<file path="config.mk">
export PLATFORM = sky130hd
export DESIGN_NAME = aecs_top
export DESIGN_NICKNAME = d
export VERILOG_FILES = /design/src/design/aecs_pkg.sv /design/src/design/aecs_status.sv /design/src/design/aecs_top.sv
export VERILOG_INCLUDE_DIRS = /design/src /design/src/design
export SDC_FILE = /design/constraint.sdc
export NUM_CORES = 1
export LEC_CHECK = 0
export BUFFER_PORTS_ARGS = -buffer_cell sky130_fd_sc_hd__buf_2
export CAP_MARGIN = 10
export CORE_MARGIN = 2
export CORE_UTILIZATION = 27
export CTS_CLUSTER_DIAMETER = 80
export DETAILED_ROUTE_END_ITERATION = 7
export HOLD_SLACK_MARGIN = 0.08
export PLACE_DENSITY = 0.5
export SETUP_SLACK_MARGIN = 0.3
export SLEW_MARGIN = 30
export SYNTH_ARGS = -nofsm -noshare
export SYNTH_HDL_FRONTEND = slang
export SYNTH_SLANG_ARGS = --single-unit
</file>
<file path="constraint.sdc">
create_clock -name clk_i -period 2.5 [get_ports clk_i]
set_input_delay 0.5 -clock clk_i [delete_from_list [all_inputs] [get_ports clk_i]]
set_output_delay 0.5 -clock clk_i [all_outputs]
set_load 0.02 [all_outputs]
</file>
<file path="src/design/aecs_defines.svh">
`ifndef AECS_DEFINES_SVH
`define AECS_DEFINES_SVH

////////////////////////////////////////////////////////////////////////
// host word indices, byte address is four times the index
`define AECS_IDX_DATA0     6'h00
`define AECS_IDX_DATA1     6'h01
`define AECS_IDX_DATA2     6'h02
`define AECS_IDX_DATA3     6'h03
`define AECS_IDX_CMD_STAT  6'h04
`define AECS_IDX_BYTE_CTL  6'h05

////////////////////////////////////////////////////////////////////////
// firmware port offsets (low nibble of the controller window)
`define AECS_EC_OUT_BASE   4'h0
`define AECS_EC_STATUS     4'h4
`define AECS_EC_BYTE_CTL   4'h5
`define AECS_EC_IN_BASE    4'h8

////////////////////////////////////////////////////////////////////////
// status register fields
`define AECS_ST_USER_HI    7
`define AECS_ST_MGMT_EVT   6
`define AECS_ST_OS_EVT     5
`define AECS_ST_BURST      4
`define AECS_ST_CMD        3
`define AECS_ST_USER_LO    2
`define AECS_ST_IN_FULL    1
`define AECS_ST_OUT_FULL   0

////////////////////////////////////////////////////////////////////////
// byte control field, reset values, flag byte positions
`define AECS_BCTL_FOUR     0
`define AECS_RST_BYTE      8'h00
`define AECS_RST_WORD      32'h0000_0000
`define AECS_FLAG_NARROW   2'h0
`define AECS_FLAG_WIDE     2'h3

`endif

</file>
<file path="src/design/aecs_pkg.sv">
package aecs_pkg;

  // one data or status byte
  typedef logic [7:0] aecs_byte_type;

  // whole state of the top module
  typedef struct packed {
    logic                ack;
    logic [31:0]         rdat;
    aecs_byte_type [3:0] obd;
    aecs_byte_type [3:0] ibd;
    logic                fourb;
    aecs_byte_type       ec_rdat;
  } aecs_top_state_type;

  // whole state of the status module
  typedef struct packed {
    aecs_byte_type stat;
  } aecs_stat_state_type;

endpackage : aecs_pkg

</file>
<file path="src/design/aecs_status.sv">
`timescale 1ns/1ps
`include "aecs_defines.svh"

module aecs_status (
  // system
  input  wire logic       clk_i,
  input  wire logic       rst_i,
  // firmware write
  input  wire logic       fw_we_i,
  input  wire logic [7:0] fw_dat_i,
  // hardware flag events
  input  wire logic       cmd_set_i,
  input  wire logic       cmd_clr_i,
  input  wire logic       ibf_set_i,
  input  wire logic       ibf_clr_i,
  input  wire logic       obf_set_i,
  input  wire logic       obf_clr_i,
  // status out
  output logic      [7:0] stat_o
);

  aecs_pkg::aecs_stat_state_type r_r;   // registered state
  aecs_pkg::aecs_stat_state_type r_nxt; // next state

  ////////////////////////////////////////////////////////////////////////
  // next state: firmware first, then clears, then sets
  always_comb begin
    r_nxt = r_r;
    // [RL6] firmware owns the byte
    // [RL7] user flag high only from firmware
    if (fw_we_i) begin
      r_nxt.stat = fw_dat_i;
    end
    // [RL12] hardware moves bits three, one and zero only
    // clears lose against sets below
    if (cmd_clr_i) begin
      r_nxt.stat[`AECS_ST_CMD] = 1'b0;
    end
    if (ibf_clr_i) begin
      r_nxt.stat[`AECS_ST_IN_FULL] = 1'b0;
    end
    if (obf_clr_i) begin
      r_nxt.stat[`AECS_ST_OUT_FULL] = 1'b0;
    end
    // [RL17] hardware sets win last
    if (cmd_set_i) begin
      r_nxt.stat[`AECS_ST_CMD] = 1'b1;
    end
    if (ibf_set_i) begin
      r_nxt.stat[`AECS_ST_IN_FULL] = 1'b1;
    end
    if (obf_set_i) begin
      r_nxt.stat[`AECS_ST_OUT_FULL] = 1'b1;
    end
  end

  ////////////////////////////////////////////////////////////////////////
  // register, synchronous reset
  always_ff @(posedge clk_i) begin
    if (rst_i) begin
      r_r.stat <= `AECS_RST_BYTE;
    end else begin
      r_r <= r_nxt;
    end
  end

  assign stat_o = r_r.stat;
endmodule : aecs_status

</file>
<file path="src/design/aecs_top.sv">
//
// Contract
// [RL1] host data byte two, reset zero
// [RL2] host data byte three, reset zero
// [RL3] command write fills inbound byte zero
// [RL4] command write sets command and inbound-full
// [RL5] status view is host read-only
// [RL6] firmware reads and writes status byte
// [RL7] user flag high from firmware, reset zero
// [RL8] firmware sets mgmt flag before request
// [RL9] firmware keeps os event flag current
// [RL10] no interrupt outputs, flags are software
// [RL11] firmware shows burst mode in bit four
// [RL12] hardware never touches burst bit
// [RL13] any data write clears command flag; here only writes with lane zero on
// [RL14] writes go inbound, reads come outbound
// [RL15] narrow mode: bytes one-three dead
// [RL16] wide mode: byte three drives flags
// [RL17] hardware flag sets beat firmware write
`timescale 1ns/1ps
`include "aecs_defines.svh"

module aecs_top (
  // system
  input  wire logic        clk_i,
  input  wire logic        rst_i,
  // host wishbone slave
  input  wire logic        wb_cyc_i,
  input  wire logic        wb_stb_i,
  input  wire logic        wb_we_i,
  input  wire logic [7:0]  wb_adr_i,
  input  wire logic [3:0]  wb_sel_i,
  input  wire logic [31:0] wb_dat_i,
  output logic             wb_ack_o,
  output logic      [31:0] wb_dat_o,
  // firmware register port
  input  wire logic        ec_stb_i,
  input  wire logic        ec_we_i,
  input  wire logic [3:0]  ec_adr_i,
  input  wire logic [7:0]  ec_dat_i,
  output logic      [7:0]  ec_dat_o,
  // status byte for observation
  // [RL10] no interrupt output on purpose
  output logic      [7:0]  status_o
);

  ////////////////////////////////////////////////////////////////////////
  // block overview
  //
  // host side: one classic wishbone slave, word per register, byte in
  // the low lane. a request is taken on the edge where cyc and stb are
  // high and ack is low; ack follows one cycle later as a single pulse.
  // the ack gate on the take keeps a held request from firing twice,
  // which matters because a second command write would set the flags
  // again after firmware had already drained them.
  //
  // firmware side: a plain strobe port, no handshake, one access per
  // strobe cycle. read data is registered and stands until the next
  // firmware read, so firmware may sample it late.
  //
  // limitation: only the low lane carries data; a write with lane zero
  // off is acked and dropped, which keeps the flag logic simple at the
  // price of ignoring wide host stores.
  //
  // trade-off: both sides see one shared status byte held in the
  // status submodule, so the same-cycle priority between firmware
  // writes and hardware flag events lives in exactly one place.
  //
  // the four-byte mode bit is firmware owned; the host only reads it.
  // a mode change while a message is half moved is not guarded, the
  // firmware must switch modes only with both full flags clear.

  ////////////////////////////////////////////////////////////////////////
  // decode helpers

  // byte is registered in the current access mode
  function automatic logic byte_live(input logic [1:0] b, input logic four);
    byte_live = four || (b == `AECS_FLAG_NARROW);
  endfunction : byte_live

  // byte whose access moves the full flags
  function automatic logic flag_byte(input logic [1:0] b, input logic four);
    flag_byte = four ? (b == `AECS_FLAG_WIDE) : (b == `AECS_FLAG_NARROW);
  endfunction : flag_byte

  ////////////////////////////////////////////////////////////////////////
  // state and wires
  aecs_pkg::aecs_top_state_type r_r;   // registered state
  aecs_pkg::aecs_top_state_type r_nxt; // next state
  logic [7:0] stat;       // status byte from submodule
  logic       host_req;   // new host request this cycle
  logic [5:0] hidx;       // host word index
  logic       hwr;        // host write taken
  logic       hrd;        // host read taken
  logic       hdata;      // index hits a data byte
  logic [3:0] hwe;        // per byte host store enable
  logic       ec_wr;      // firmware write
  logic       ec_rd;      // firmware read
  logic       cmd_set;    // command port written
  logic       cmd_clr;    // data byte written
  logic       ibf_set;    // inbound becomes full
  logic       ibf_clr;    // firmware drained inbound
  logic       obf_set;    // firmware filled outbound
  logic       obf_clr;    // host drained outbound
  logic       fw_we;      // firmware status write

  // one new request per bus cycle; ack blocks a second take
  assign host_req = wb_cyc_i && wb_stb_i && !r_r.ack;
  assign hidx     = wb_adr_i[7:2];
  // writes need the low lane, where the byte sits
  assign hwr      = host_req && wb_we_i && wb_sel_i[0];
  assign hrd      = host_req && !wb_we_i;
  assign hdata    = (hidx[5:2] == 4'h0);
  assign ec_wr    = ec_stb_i && ec_we_i;
  assign ec_rd    = ec_stb_i && !ec_we_i;

  ////////////////////////////////////////////////////////////////////////
  // per byte store enables
  genvar g;
  generate
    for (g = 0; g < 4; g++) begin : g_byte
      // [RL15] dead bytes never stored
      assign hwe[g] = hwr && (hidx == 6'(g)) && byte_live(2'(g), r_r.fourb);
    end
  endgenerate

  ////////////////////////////////////////////////////////////////////////
  // flag events toward the status byte
  always_comb begin
    // [RL4] command write sets both flags
    cmd_set = hwr && (hidx == `AECS_IDX_CMD_STAT);
    // [RL13] any data write with lane zero on, either mode
    cmd_clr = hwr && hdata;
    // [RL16] flag byte follows the mode
    ibf_set = cmd_set || (hwr && hdata && flag_byte(hidx[1:0], r_r.fourb));
    obf_clr = hrd && hdata && flag_byte(hidx[1:0], r_r.fourb);
    // firmware side mirrors the same byte choice
    obf_set = ec_wr && (ec_adr_i[3:2] == 2'h0) && flag_byte(ec_adr_i[1:0], r_r.fourb);
    ibf_clr = ec_rd && (ec_adr_i[3:2] == 2'h2) && flag_byte(ec_adr_i[1:0], r_r.fourb);
    // [RL6] firmware writes status
    fw_we   = ec_wr && (ec_adr_i == `AECS_EC_STATUS);
  end

  ////////////////////////////////////////////////////////////////////////
  // next state
  always_comb begin
    r_nxt     = r_r;
    // ack pulses one cycle after the request is seen
    r_nxt.ack = host_req;
    // host stores into inbound bytes
    for (int i = 0; i < 4; i++) begin
      // [RL14] host data lands inbound
      if (hwe[i]) begin
        r_nxt.ibd[i] = wb_dat_i[7:0];
      end
    end
    // [RL3] command aliases inbound byte zero
    if (cmd_set) begin
      r_nxt.ibd[0] = wb_dat_i[7:0];
    end
    // host read data, upper bits always zero
    if (hrd) begin
      r_nxt.rdat = `AECS_RST_WORD;
      if (hdata) begin
        // [RL14] reads come from outbound
        if (byte_live(hidx[1:0], r_r.fourb)) begin
          r_nxt.rdat[7:0] = r_r.obd[hidx[1:0]];
        end
      end else if (hidx == `AECS_IDX_CMD_STAT) begin
        // [RL5] status view at command offset
        r_nxt.rdat[7:0] = stat;
      end else if (hidx == `AECS_IDX_BYTE_CTL) begin
        // host sees the mode but cannot change it
        r_nxt.rdat[`AECS_BCTL_FOUR] = r_r.fourb;
      end
    end
    // firmware writes
    if (ec_wr) begin
      if (ec_adr_i[3:2] == 2'h0) begin
        r_nxt.obd[ec_adr_i[1:0]] = ec_dat_i;
      end else if (ec_adr_i == `AECS_EC_BYTE_CTL) begin
        r_nxt.fourb = ec_dat_i[`AECS_BCTL_FOUR];
      end
    end
    // firmware reads, unmapped offsets give zero
    if (ec_rd) begin
      if (ec_adr_i[3:2] == 2'h2) begin
        r_nxt.ec_rdat = r_r.ibd[ec_adr_i[1:0]];
      end else if (ec_adr_i[3:2] == 2'h0) begin
        r_nxt.ec_rdat = r_r.obd[ec_adr_i[1:0]];
      end else if (ec_adr_i == `AECS_EC_STATUS) begin
        r_nxt.ec_rdat = stat;
      end else if (ec_adr_i == `AECS_EC_BYTE_CTL) begin
        r_nxt.ec_rdat = {7'h00, r_r.fourb};
      end else begin
        r_nxt.ec_rdat = `AECS_RST_BYTE;
      end
    end
  end

  ////////////////////////////////////////////////////////////////////////
  // state register, synchronous reset
  always_ff @(posedge clk_i) begin
    if (rst_i) begin
      // [RL1] all bytes clear on reset
      // [RL2] byte three included
      r_r.ack     <= 1'b0;
      r_r.rdat    <= `AECS_RST_WORD;
      r_r.obd     <= {4{`AECS_RST_BYTE}};
      r_r.ibd     <= {4{`AECS_RST_BYTE}};
      r_r.fourb   <= 1'b0;
      r_r.ec_rdat <= `AECS_RST_BYTE;
    end else begin
      r_r <= r_nxt;
    end
  end

  ////////////////////////////////////////////////////////////////////////
  // status byte with flag priority
  aecs_status u_status (
    .clk_i     (clk_i),
    .rst_i     (rst_i),
    .fw_we_i   (fw_we),
    .fw_dat_i  (ec_dat_i),
    .cmd_set_i (cmd_set),
    .cmd_clr_i (cmd_clr),
    .ibf_set_i (ibf_set),
    .ibf_clr_i (ibf_clr),
    .obf_set_i (obf_set),
    .obf_clr_i (obf_clr),
    .stat_o    (stat)
  );

  // outputs straight from flip-flops
  assign wb_ack_o = r_r.ack;
  assign wb_dat_o = r_r.rdat;
  assign ec_dat_o = r_r.ec_rdat;
  assign status_o = stat;
endmodule : aecs_top

</file>
==> reports/summary.txt <==
Final setup TNS - 0 ns
Crit path launch type - primary input
Initial DRC count - 157
Layout Skew - 0.00828 ns
Final Hold Vio Count - 0
Nets - 592
Final setup fails - 0
Syn-to-layout area delta - 16.0%
Critical Path Start - wb_adr_i[7]
PD cells - 609 mW/mm^2
P_sw - 806 uW
Finished Core Util - 32.0%
First-pass GRT wire length - 19400 um
Core area - 0.0166 sq mm
Async set or reset register ratio after synthesis - 0%
Yosys Warn Count - 0
I/O pins - 112
Max_slew headroom - 48.9%
Status - completed
Path depth of the worst reg2reg path - 5
CP Max Fanout - 8
Average cell area after synthesis - 9.35 sq um
Fin crit share - 76.3%
Post-CTS Setup Bufs - 0
Hold Path Depth - 3
Syn Inst Count - 489
TritonRoute pass-1 iters - 4
Non-filler cells, final - 754
CP arrival - 2.13 ns
CTS root buffer - clkbuf_16
EDFF count, synth - 0
Worst hold slack - 0.450 ns
H-tree depth - 3
Post-CTS Hold Buffers - 0
Hold Path Class - in2reg
Maxcap violations - 0
Gr usage total - 13.9%
TritonCTS clock tree - done
#FFs+latches synth - 90
Synth Flop Type - dfxtp_1
Drt total wl - 12500 um
Initial core utilization - 27.6%
Vias - 3577
Via/cell ratio - 4.74
RSZ-0062 raised after global routing - false
Worst skew pair latency - 0.34 ns
RR Startpoint - wb_ack_o
DRC Markers - 0
Post-layout instance area - 0.00531 sq mm
Post-synth cell types - 39
Critical Path RT - 2.72 ns
DIE WIDTH - 134 um
Hpwl dp - 8970 um
Grt ovf - 0
Clk buf depth - 2
Routed WL per cell - 16.5 um
R2R setup slack - 0.63 ns
Die ar. - 0.0180 sq mm
Vias in the first global route - 3422
Initial antenna violation count - 0
Crit Path Class - in2reg
Worst path cell trace - buf_2 -> or4_1 -> nor4_4 -> buf_4 -> mux2i_1 -> nor2_1
Critical Path End Type - flop
Hold_sp - wb_dat_i[5]
Clock slew at reported path FFs - 0.07 ns
Antenna viol nets, final - 0
Resize count post-CTS - 0
Logic pwr share - 9.0%
Peak supply drop - 0.253 mV
LEAKAGE - 2.00 nW
Die H - 134 um
Post-Place Cell Area - 0.00498 sq mm
Worst r2r dst - r_r[13]
Share of layout cells above drive strength 1 - 22.1%
Slew @ Worst Pin - 0.764 ns
Place WS - 0.240 ns
Period minus WS final - 1.91 ns
Setup slack after layout - 0.591 ns
Max Slew Vio Count - 0
TritonCTS Buffers - 9
ANT cells - 0
Gpl congestion - 0.793
Hold endpoint - r_r[14]
CP max stage cell - or4_1
Post-synthesis cell area - 0.00457 sq mm
Internal cell power - 2.42 mW
# clock sinks - 90
FILL cells - 1730
Seq pwr share - 45.2%
Largest net degree at the start of global routing - 78
Max frequency - 524 MHz
Placed Instances - 738
Port Buffer Count - 58
Row count - 47
Seq/Total Area, Yosys - 39.4%
Clock power frac - 45.8%
Switch share - 25.0%
Slowest stage delay, CP - 0.72 ns
Total Power - 3.23 mW
cells in the mapped netlist (2+ instances only):
| master | number | area, sq um |
|---|---|---|
| nor2_1 | 68 | 255 |
| o21ai_1 | 8 | 40.0 |
| buf_1 | 4 | 15.0 |
| clkbuf_1 | 22 | 82.6 |
| o21ai_0 | 2 | 10.0 |
| or3_1 | 2 | 12.5 |
| nand3_1 | 28 | 140 |
| nand3b_1 | 6 | 45.0 |
| nor2b_1 | 3 | 18.8 |
| nor4_4 | 3 | 63.8 |
| a21oi_1 | 17 | 85.1 |
| buf_2 | 5 | 25.0 |
| a311oi_1 | 7 | 61.3 |
| and3_1 | 2 | 12.5 |
| dfxtp_1 | 90 | 1800 |
| buf_4 | 41 | 308 |
| mux4_2 | 16 | 360 |
| nand2_1 | 51 | 191 |
| nor3_1 | 5 | 25.0 |
| nor3b_1 | 2 | 15.0 |
| o31ai_1 | 2 | 15.0 |
| nand4b_1 | 2 | 17.5 |
| a21boi_0 | 7 | 52.6 |
| mux2i_1 | 74 | 741 |
| nor4bb_1 | 2 | 20.0 |
| o2111ai_1 | 7 | 61.3 |
layout make-up:
cell class | instances | area (sq um) | area share (%)
repair buffers | 78 | 453 | 8.54
inverters | 1 | 3.75 | 0.0708
flip-flops and latches | 90 | 1800 | 34.0
well taps | 220 | 275 | 5.19
clock inverters | 7 | 101 | 1.91
multi-input cells | 349 | 2440 | 46.1
clock buffers | 9 | 225 | 4.25
state kept, by name, summed over array words and instances (netlist names):
signal and count:
u_status.stat_o 8, ec_dat_o 8, r_r 65, wb_dat_o 8, wb_ack_o 1
per-layer routing:
metal  up-vias  track usage (%)  share of wire, %
li1       1748                -                 -
met1      1718             19.1                47
met2       102             22.3                46
met3         9             2.95               6.0
met4         0             3.68               1.0
met5         -                0                 0
layout by cell type (no fill, tap or decap), types with 2 or more instances in the layout:
master / n
nand3_1: 28
nand2_1: 51
buf_4: 19
a311oi_1: 7
mux4_2: 16
o31ai_1: 2
bufinv_16: 2
o21ai_1: 8
a21oi_1: 17
o2111ai_1: 7
clkinv_4: 2
nor3_1: 5
nor3b_1: 2
nor4_4: 3
nor2b_1: 3
nand4b_1: 2
clkbuf_16: 9
or3_1: 2
and3_1: 2
dfxtp_1: 90
nor2_1: 68
mux2i_1: 74
nand3b_1: 6
clkinvlp_4: 2
buf_2: 58
a21boi_0: 7
conb_1: 24
o21ai_0: 2
cell families (layout without fill, tap and decap cells):
group	count (synthesis)	in the layout	share of synthesized area [%]
AO/OA/AOI/OAI	54	54	7.83
buffers and inverters	73	95	9.49
flip-flops	90	90	39.4
multiplexers	90	90	24.1
other	1	24	0.0820
AND/OR/NAND/NOR	181	181	19.1
power by group through the flow:
stage                     combinational, mW  clock [mW]  sequential, mW
final                                 0.292        1.48            1.46
after global routing                  0.318        1.57            1.46
after CTS                             0.295        1.51            1.46
after detailed placement              0.294           0            1.49
after global placement                0.290           0            1.49
after floorplan                       0.221           0            1.49
critical path: cells and delay by family:
| family | cells | cell delay, ns |
|---|---|---|
| multiplexers | 1 | 0.21 |
| AND/OR/NAND/NOR | 3 | 1.05 |
| buffers and inverters | 2 | 0.36 |
worst max path at each step:
stage	end	depth (start not counted)
after detailed placement	r_r[39]	6
after CTS	r_r[39]	6
after floorplan	r_r[17]	5
final	r_r[39]	6
after global placement	r_r[30]	6
after global routing	r_r[16]	5
(Power assumes the default switching activity.)
